**src/ligc_pkg.sv**
```systemverilog
package ligc_pkg;
  localparam logic [11:0] GC0_ADDR = 12'hfe0;
  localparam logic [7:0] GC0_RESET = 8'h00;
  localparam logic [7:0] GC0_WMASK = 8'hfb;
  localparam int BIT_SINGLE_RAIL = 7;
  localparam int BIT_ALL_ONES = 6;
  localparam int BIT_RXEDGE = 5;
  localparam int BIT_TXEDGE = 4;
  localparam int BIT_POL = 3;
  localparam int BIT_GATE = 1;
  localparam int BIT_SWRST = 0;
  localparam int CLK_PERIOD_NS = 8;
  localparam int SWRST_HOLD_NS = 10000;
  // More than the hold time: floor plus one cycle
  localparam int SWRST_HOLD_CYC = SWRST_HOLD_NS / CLK_PERIOD_NS + 1;
  localparam int SYNC_STAGES = 3;
endpackage : ligc_pkg

```
**src/ligc_top.sv**
```systemverilog
`timescale 1ns/1ns
// Function
// RULE1: Bit 7 selects single or dual rail
// RULE2: Software also sets framer rail setting
// RULE3: Bit 6 sends all ones on loss
// RULE4: Bit 5 picks receive rail update edge
// RULE5: Bit 4 picks transmit rail sample edge
// RULE6: Bit 3 inverts transmit and receive data
// RULE7: Bit 1 low blocks the interrupt
// RULE8: Interrupt needs gate, source enable, status
// RULE9: Reset starts after bit held 10us
// RULE10: Software reset spares register bits
// RULE11: Bit 2 reads zero, ignores writes
module ligc_top #(
  parameter int HOLD_CYC = ligc_pkg::SWRST_HOLD_CYC
) (
  input wire logic mclk,
  input wire logic rst,
  input wire logic [11:0] cpu_addr,
  input wire logic cpu_wr,
  input wire logic cpu_rd,
  input wire logic [7:0] cpu_wdata,
  output logic [7:0] cpu_rdata,
  input wire logic receive_signal_loss,
  input wire logic src_status,
  input wire logic src_enable,
  input wire logic bypass_mode,
  input wire logic tx_data,
  input wire logic rx_data,
  output logic single_rail_select,
  output logic rx_clk_falling,
  output logic tx_clk_rising,
  output logic tx_line_data,
  output logic rx_out_data,
  output logic cpu_int,
  output logic internal_reset
);
  import ligc_pkg::*;

  logic [7:0] gc0_q;
  logic [31:0] hold_cnt_q;
  logic loss_s;
  logic sel;
  logic hold_done;

  ligc_sync #(.W(1)) u_loss_sync (
    .mclk(mclk),
    .rst(rst),
    .d(receive_signal_loss),
    .q(loss_s)
  );

  // Single register, so a full-width compare is the whole decode
  function automatic logic gc0_hit(input logic [11:0] addr);
    return addr == GC0_ADDR;
  endfunction : gc0_hit

  assign sel = gc0_hit(cpu_addr);

  // Only hardware reset clears the register; the software reset leaves it alone
  always_ff @(posedge mclk) begin
    if (rst) begin
      gc0_q <= GC0_RESET;
    end else if (cpu_wr && sel) begin
      gc0_q <= cpu_wdata & GC0_WMASK; // RULE10 RULE11
    end
  end

  always_ff @(posedge mclk) begin
    if (rst) begin
      cpu_rdata <= 8'h00;
    end else if (cpu_rd && sel) begin
      cpu_rdata <= gc0_q & GC0_WMASK; // RULE11
    end else begin
      cpu_rdata <= 8'h00;
    end
  end

  // Counts cycles with the reset bit held; a drop restarts the wait
  always_ff @(posedge mclk) begin
    if (rst || !gc0_q[BIT_SWRST]) begin
      hold_cnt_q <= '0;
    end else if (!hold_done) begin
      hold_cnt_q <= hold_cnt_q + 32'h1; // RULE9
    end
  end

  assign hold_done = (hold_cnt_q >= 32'(HOLD_CYC));

  always_ff @(posedge mclk) begin
    if (rst) begin
      internal_reset <= 1'b0;
    end else begin
      internal_reset <= hold_done && gc0_q[BIT_SWRST]; // RULE9 RULE10
    end
  end

  always_ff @(posedge mclk) begin
    if (rst) begin
      single_rail_select <= 1'b0;
      rx_clk_falling <= 1'b0;
      tx_clk_rising <= 1'b0;
    end else begin
      single_rail_select <= gc0_q[BIT_SINGLE_RAIL]; // RULE1
      rx_clk_falling <= bypass_mode & gc0_q[BIT_RXEDGE]; // RULE4
      tx_clk_rising <= bypass_mode & gc0_q[BIT_TXEDGE]; // RULE5
    end
  end

  // Data path: polarity applied, all ones override on transmit during signal loss
  always_ff @(posedge mclk) begin
    if (rst || internal_reset) begin
      tx_line_data <= 1'b0;
      rx_out_data <= 1'b0;
    end else begin
      if (gc0_q[BIT_ALL_ONES] && loss_s) begin
        tx_line_data <= 1'b1; // RULE3
      end else begin
        tx_line_data <= tx_data ^ gc0_q[BIT_POL]; // RULE6
      end
      rx_out_data <= rx_data ^ gc0_q[BIT_POL]; // RULE6
    end
  end

  always_ff @(posedge mclk) begin
    if (rst || internal_reset) begin
      cpu_int <= 1'b0;
    end else begin
      cpu_int <= gc0_q[BIT_GATE] && src_enable && src_status; // RULE7 RULE8
    end
  end

  a_int_gate_off: assert property (@(posedge mclk) disable iff (rst) // RULE7
    !gc0_q[BIT_GATE] |=> !cpu_int) else $error("interrupt with gate off");

  a_int_cause: assert property (@(posedge mclk) disable iff (rst) // RULE8
    $rose(cpu_int) |-> $past(src_enable && src_status && gc0_q[BIT_GATE]))
    else $error("interrupt without cause");

  a_all_ones_loss: assert property (@(posedge mclk) disable iff (rst) // RULE3
    (gc0_q[BIT_ALL_ONES] && loss_s && !internal_reset) |=> tx_line_data)
    else $error("all ones not sent");

  a_rail_select: assert property (@(posedge mclk) disable iff (rst) // RULE1
    ##1 single_rail_select == $past(gc0_q[BIT_SINGLE_RAIL])) else $error("rail select wrong");

  a_bit2_zero: assert property (@(posedge mclk) disable iff (rst) // RULE11
    !cpu_rdata[2] && !gc0_q[2]) else $error("bit 2 not zero");

  a_rst_early: assert property (@(posedge mclk) disable iff (rst) // RULE9
    $rose(internal_reset) |-> $past(hold_cnt_q) >= 32'(HOLD_CYC))
    else $error("software reset too early");

  a_reg_kept: assert property (@(posedge mclk) disable iff (rst) // RULE10
    (internal_reset && !cpu_wr) |=> $stable(gc0_q)) else $error("register lost");

  a_rx_edge: assert property (@(posedge mclk) disable iff (rst) // RULE4
    (!bypass_mode) |=> !rx_clk_falling) else $error("edge outside bypass");

  a_tx_edge: assert property (@(posedge mclk) disable iff (rst) // RULE5
    (bypass_mode && gc0_q[BIT_TXEDGE]) |=> tx_clk_rising) else $error("tx edge wrong");

  a_rx_pol: assert property (@(posedge mclk) disable iff (rst) // RULE6
    !internal_reset |=> rx_out_data == ($past(rx_data) ^ $past(gc0_q[BIT_POL])))
    else $error("rx polarity wrong");

  // Register path: writes land masked, reads return the stored byte for one cycle
  a_reg_write: assert property (@(posedge mclk) disable iff (rst) // RULE11
    (cpu_wr && sel) |=> gc0_q == ($past(cpu_wdata) & GC0_WMASK))
    else $error("register write lost");

  a_rdata_value: assert property (@(posedge mclk) disable iff (rst) // RULE11
    (cpu_rd && sel) |=> cpu_rdata == $past(gc0_q))
    else $error("read data wrong");

  a_rdata_idle: assert property (@(posedge mclk) disable iff (rst) // RULE11
    !(cpu_rd && sel) |=> cpu_rdata == 8'h00)
    else $error("read data not idle");

  a_rail_low: assert property (@(posedge mclk) disable iff (rst) // RULE1
    !gc0_q[BIT_SINGLE_RAIL] |=> !single_rail_select)
    else $error("single rail without bit");

  a_rx_edge_on: assert property (@(posedge mclk) disable iff (rst) // RULE4
    (bypass_mode && gc0_q[BIT_RXEDGE]) |=> rx_clk_falling)
    else $error("rx edge not selected");

  a_tx_edge_off: assert property (@(posedge mclk) disable iff (rst) // RULE5
    !gc0_q[BIT_TXEDGE] |=> !tx_clk_rising)
    else $error("tx edge without bit");

  a_tx_pol: assert property (@(posedge mclk) disable iff (rst) // RULE6
    (!internal_reset && !(gc0_q[BIT_ALL_ONES] && loss_s)) |=>
    tx_line_data == ($past(tx_data) ^ $past(gc0_q[BIT_POL])))
    else $error("tx polarity wrong");

  a_all_ones_off: assert property (@(posedge mclk) disable iff (rst) // RULE3
    (!gc0_q[BIT_ALL_ONES] && !internal_reset && !tx_data && !gc0_q[BIT_POL]) |=> !tx_line_data)
    else $error("all ones while disabled");

  // Software reset: needs the stored bit, stays while it is held, clears the data and interrupt outputs
  a_rst_needs_bit: assert property (@(posedge mclk) disable iff (rst) // RULE9
    !gc0_q[BIT_SWRST] |=> !internal_reset)
    else $error("software reset without bit");

  a_rst_stays: assert property (@(posedge mclk) disable iff (rst) // RULE9
    (internal_reset && gc0_q[BIT_SWRST]) |=> internal_reset)
    else $error("software reset dropped early");

  a_hold_bound: assert property (@(posedge mclk) disable iff (rst) // RULE9
    hold_cnt_q <= 32'(HOLD_CYC))
    else $error("hold counter ran past limit");

  a_rst_clears_out: assert property (@(posedge mclk) disable iff (rst) // RULE10
    internal_reset |=> (!cpu_int && !rx_out_data && !tx_line_data))
    else $error("outputs not cleared by reset");

  // Interrupt path: the source enable is needed, and outside software reset gate, source enable and status together suffice
  a_int_needs_src: assert property (@(posedge mclk) disable iff (rst) // RULE8
    !src_enable |=> !cpu_int)
    else $error("interrupt without source enable");

  a_int_fires: assert property (@(posedge mclk) disable iff (rst) // RULE8
    (gc0_q[BIT_GATE] && src_enable && src_status && !internal_reset) |=> cpu_int)
    else $error("interrupt not raised");
endmodule : ligc_top

```
**src/ligc_sync.sv**
```systemverilog
`timescale 1ns/1ns
// Three-stage synchroniser; change accepted when stages two and three agree
module ligc_sync #(
  parameter int W = 1
) (
  input wire logic mclk,
  input wire logic rst,
  input wire logic [W-1:0] d,
  output logic [W-1:0] q
);
  import ligc_pkg::*;
  logic [W-1:0] s1_q;
  logic [W-1:0] s2_q;
  logic [W-1:0] s3_q;
  always_ff @(posedge mclk) begin
    if (rst) begin
      s1_q <= '0;
      s2_q <= '0;
      s3_q <= '0;
      q <= '0;
    end else begin
      s1_q <= d;
      s2_q <= s1_q;
      s3_q <= s2_q;
      for (int i = 0; i < W; i++) begin
        if (s2_q[i] == s3_q[i]) begin
          q[i] <= s3_q[i];
        end
      end
    end
  end
endmodule : ligc_sync

```
**config.mk**
```make
export PLATFORM = sky130hd
export DESIGN_NAME = ligc_top
export DESIGN_NICKNAME = d
export VERILOG_FILES = /design/src/ligc_pkg.sv /design/src/ligc_top.sv /design/src/ligc_sync.sv
export SDC_FILE = /design/constraint.sdc
export NUM_CORES = 1
export LEC_CHECK = 0
export BUFFER_PORTS_ARGS = -buffer_cell sky130_fd_sc_hd__buf_2
export CAP_MARGIN = 10
export CORE_ASPECT_RATIO = 0.7
export CORE_UTILIZATION = 45
export DETAILED_ROUTE_END_ITERATION = 7
export PLACE_DENSITY = 0.68
export SLEW_MARGIN = 5
export SYNTH_ARGS = -nofsm -noshare
export SYNTH_HDL_FRONTEND = slang
export SYNTH_SLANG_ARGS = --single-unit
```
**constraint.sdc**
```tcl
create_clock -name mclk -period 5 [get_ports mclk]
set_input_delay 0 -clock mclk [delete_from_list [all_inputs] [get_ports mclk]]
set_output_delay 0 -clock mclk [all_outputs]
set_load 0.1 [all_outputs]
```
== Word level (Yosys, flattened, before mapping) ==
Index checks and enable logic that the tools add are counted.

* Flip-flop bits (word level): 58
* Bits of input ports: 30
* Output and inout port bits: 15
* Word-level logic and storage cells: 35

* Eq/ne operators: 2
* $lt $le $gt $ge: 1
* Bitwise gates (word level): 5
* Add/subtract/negate cells: 1
* Muxes and demuxes: 1
* Reductions and logical operators: 10

{| class="wikitable"
|+ Operator list
! cell !! count
|-
| 32-bit by 1-bit adder with 32-bit output (second input constant) || 1
|-
| 32-bit by 11-bit >= comparator with 1-bit output (second input constant) || 1
|-
| 12-bit == test (second input constant) || 1
|-
| 1-bit logical AND || 6
|-
| 1-bit AND || 2
|-
| 1-bit logical OR || 2
|-
| 2-bit OR reduction || 1
|-
| 1-bit bitwise XOR || 2
|-
| 1-bit == test || 1
|-
| 1-bit logical NOT || 1
|-
| 1-bit 2-to-1 mux || 1
|-
| 1-bit inverter || 1
|}

== Depth between registers and ports, before layout ==
* Depth in word-level cells: 4
* Mapped depth: 6
* Depth with buffers taken out: 6

== Hierarchy ==
Synthesis repeated with hierarchy kept, for this count alone.

* Cell total of the unflattened synthesis: 200
* Area total of the unflattened synthesis: 2023.2 sq um

{| class="wikitable"
|+ By module, submodules not included
! module !! sequential area each (sq um) !! area an instance (sq um) !! cells an instance !! instances
|-
| ligc_top || 1061.0 || 1910.6 || 190 || 1
|-
| ligc_sync || 80.1 || 112.6 || 10 || 1
|}

== Worst setup path after synthesis ==
No wires, ideal clock.

* Path kind: flip-flop to flip-flop
* Start: register hold_cnt_q[0]
* End: register hold_cnt_q[2]
* Required time: 4.884 ns
* Cell stages (with the launch flop): 7
* Data arrival time: 1.738 ns
* Setup slack: 3.146 ns
* Buffers on the path: 0
* Library setup time: 0.116 ns
* Clock period less this slack: 1.854 ns
* Cell sequence: dfxtp_1 ha_1 or4_1 and3_4 nor3_4 a21oi_1 a31o_2

* Word-level cells in the longest chain between the ends: 1
* Elaborated cells between the ends (all ways): 2
* Classes of those cells: add/sub (1); order compare (1)

{| class="wikitable"
|+ RTL lines
! item !! line !! RTL
|-
| from (decl) || ligc_top.sv:41 || <nowiki>logic [31:0] hold_cnt_q;</nowiki>
|-
| from (signal assigned) || ligc_top.sv:84 || <nowiki>hold_cnt_q <= hold_cnt_q + 32'h1;</nowiki>
|-
| 32-bit by 1-bit adder with 32-bit output or 32-bit by 11-bit >= comparator with 1-bit output (tied branches) || ligc_top.sv:84, ligc_top.sv:88 ||
|}

Parallel ways exist; a longest one is shown, timed or not.
A chain may end at the register's enable or synchronous reset.

== Worst setup path in the final report ==
Same ends and word-level chain as after synthesis.

==> impl_metrics.toml <==
[critical_path]
crit_required_ns = 5.23
worstSetupStartpointType = "flop"
r2r_slack_ns = 3.00
r2r-end = "hold_cnt_q[2]"
reg2reg_from = "hold_cnt_q[0]"
cp.arrival_ns = 2.23
cp_max_fo = 9
crit_path_end_kind = "flop"
r2r_cells = 6
crit_type = "flop to flop"

[layout]
drive_above_1_share_pct = 24.7
layout_common_cells = "dfxtp_1 (57), buf_2 (42), and2_1 (28)"
mostFrequentLayoutCell = "dfxtp_1"
fin_nets = 285
diodes = 0
area_growth_pct = 31.4
design_area_mm2 = 0.00262

[global_routing]
grt_pass1_wl_um = 6390
overflow = 0
antenna_found_initial = 0
grt_pass1_vias = 1404
track_usage_pct = 18.9
grt_start_max_net_pins = 30

[yosys]
syn-instance-count = 194
async_reset_ff_share_pct = 0
yosys.area_share.simple_pct = 29.2
synth_seq_area_share_pct = 57.2
synth_xor_area_share_pct = 1.76
yosysWarningCount = 0
synth_top_family_by_area = "simple AND/OR/NAND/NOR gates"
synth_seq_cells = 57
syn_area_per_cell_um2 = 10.3
netlist_area_mm2 = 0.00199
synthFlopType = "dfxtp_1"
synth-compound-area-share_pct = 4.64
postSynthNetCount = 225
synth-edff-count = 0
synthMuxAreaShare_pct = 4.52
yosys.area_share.adder_pct = 0.627
ys_types = 34

[clock_network]
cts_inserted_buffers = 9
cts.sinks = 57
clk_pin_slew_ns = 0.07
cts_tree = "yes"
worstSkewPairLatency_ns = 0.34
post-cts-setup-buffers = 0
htreeDepth = 3
cts_buffer_depth = 2
root_buffer = "clkbuf_8"

[die]
die_y_um = 57.7
io_pins = 45
die-area_mm2 = 0.00471
rows = 19
initial_core_util_pct = 48.8
die_w_um = 81.6
coreArea_mm2 = 0.00409

[power_and_ir_drop]
cellLeakagePower_nw = 1.17
powerDensity_mw_per_mm2 = 385
pwr-share-clk_pct = 51.5
combinationalPowerShare_pct = 3.4
pwr-share-seq_pct = 45.2
vdd_drop_max_uv = 280
p_int_mw = 0.816
total_switching_power_mw = 0.194
switching_share_pct = 19.2

[worst_hold_path]
hold_class = "input pin to flop"
min_to = "gc0_q[3]"
hold_depth = 2
min_from = "rst"

[sta]
setup_ws_ns = 3.00
rsz0062_at_grt = "false"
finalHoldWorstSlack_ns = 0.0308
finalCriticalPeriod_ns = 2.00
timing.fmax_mhz = 500
drv_slew = 0
period_share_pct = 40.0
relSlewSlack_pct = 50.6
tightest_slew_ns = 0.739
setup_violations = 0
finalSetupTns_ns = 0
finalClockSkew_ns = 0.00881
finalHoldViolCount = 0

[flow_run]
maxCapViolCount = 0

[outcome]
status = "finished, final reports clean"

[detailed_routing]
drt-initial-drc-count = 68
wirelength_um = 3740
drc = 0
vias_per_cell = 4.78
drt_pass1_iterations = 4
vias = 1488
wl_per_cell_um = 12.0
ant_nets = 0

[place]
port-buffer-count = 42
pre_cts_slack_ns = 3.02
place_congestion = 0.778
post_dp_cell_area_mm2 = 0.00225
dp_hpwl_um = 2410
==> per-layer routing <==
| layer | track usage [%] | up-vias | wire (µm) |
|---|---|---|---|
| met5 | 0 | - | 0 |
| met4 | 6.77 | 0 | 61 |
| met3 | 8.50 | 7 | 163 |
| met2 | 27.0 | 18 | 1590 |
| met1 | 25.1 | 676 | 1930 |
| li1 | - | 787 | - |
==> power by group through the flow <==
stage / clock [mW] / combinational [mW] / sequential, mW
3_5_place_dp: 0 / 0.0264 / 0.467
5_1_grt: 0.556 / 0.0364 / 0.456
6_report: 0.520 / 0.0339 / 0.456
4_1_cts: 0.528 / 0.0336 / 0.456
2_1_floorplan: 0 / 0.00893 / 0.473
3_3_place_gp: 0 / 0.0261 / 0.466
==> what timing repair did <==
item / CTS / global route
endpoints found under the hold margin: 13 / 0
endpoints found under the setup margin: 0 / 0
gates resized for setup: 0 / 0
hold buffers: 13 / 0
==> worst max-delay path by stage <==
stage                             start            end  slack [ns]  cells after the start
after detailed placement  hold_cnt_q[0]  hold_cnt_q[2]        3.02                      6
after floorplan           hold_cnt_q[0]  hold_cnt_q[2]        3.15                      6
final                     hold_cnt_q[0]  hold_cnt_q[2]        3.00                      6
after global placement    hold_cnt_q[0]  hold_cnt_q[2]        3.03                      6
after CTS                 hold_cnt_q[0]  hold_cnt_q[2]        3.00                      6
after global routing      hold_cnt_q[0]  hold_cnt_q[2]        2.87                      6
==> through the flow <==
stage | instances | power, mW | utilization, %
2_1_floorplan | 194 | 0.482 | -
3_3_place_gp | 282 | 0.493 | 55.0
3_5_place_dp | 282 | 0.493 | 55.0
4_1_cts | 311 | 1.02 | 64.1
5_1_grt | 311 | 1.05 | 64.1
6_report | 311 | 1.01 | 64.1
==> kinds of logic after synthesis <==
family / count (synthesis)
and+or+nand+nor: 98
DFF: 57
AOI/OAI and AO/OA: 15
muxes: 9
buffers and inverters: 9
xor gates and xnor gates: 4
adders and majority gates: 1
other: 1
==> worst max-delay path, cell delays in order (launching register included) <==
cell     delay [ns]
dfxtp_1        0.33
ha_1           0.26
or4_1          0.41
and3_4         0.19
nor3_4         0.36
a21oi_1        0.12
a31o_2         0.22
==> synth_stat cells (all sizes together), types with 2 or more instances <==
cell type  instances  share of area (%)
xnor2              3                1.3
nor4               6                2.6
nor4b              3                1.3
dfxtp             57                 57
and3b              2               0.88
and2              28                8.8
a21oi              6                1.5
clkbuf             6                1.1
nand3              7                1.8
nand2             10                1.9
a21o               2               0.75
nor2b              5                1.6
nor3               7                2.3
nand4              5                1.6
o21ai              4                1.0
nand2b             3               0.94
inv                2               0.38
mux2i              9                4.5
and3               2               0.94
nor2              16                3.0
==> state kept, by name (all words and copies together), names as in the netlist <==
signal	count
hold_cnt_q	32
cpu_rdata	7
gc0_q	7
cpu_int	1
internal_reset	1
rx_clk_falling	1
rx_out_data	1
single_rail_select	1
tx_clk_rising	1
tx_line_data	1
u_loss_sync.q	1
u_loss_sync.s1_q	1
u_loss_sync.s2_q	1
u_loss_sync.s3_q	1
==> final cells by class <==
| class | count | area (µm²) |
|---|---|---|
| Fill cell | 346 | 1470 |
| Clock buffer | 11 | 141 |
| Inverter | 2 | 7.51 |
| Timing Repair Buffer | 56 | 348 |
| Sequential cell | 57 | 1140 |
| Tap cell | 52 | 65.1 |
| Clock inverter | 5 | 103 |
| Multi-Input combinational cell | 128 | 816 |
(Power assumes the default switching activity.)
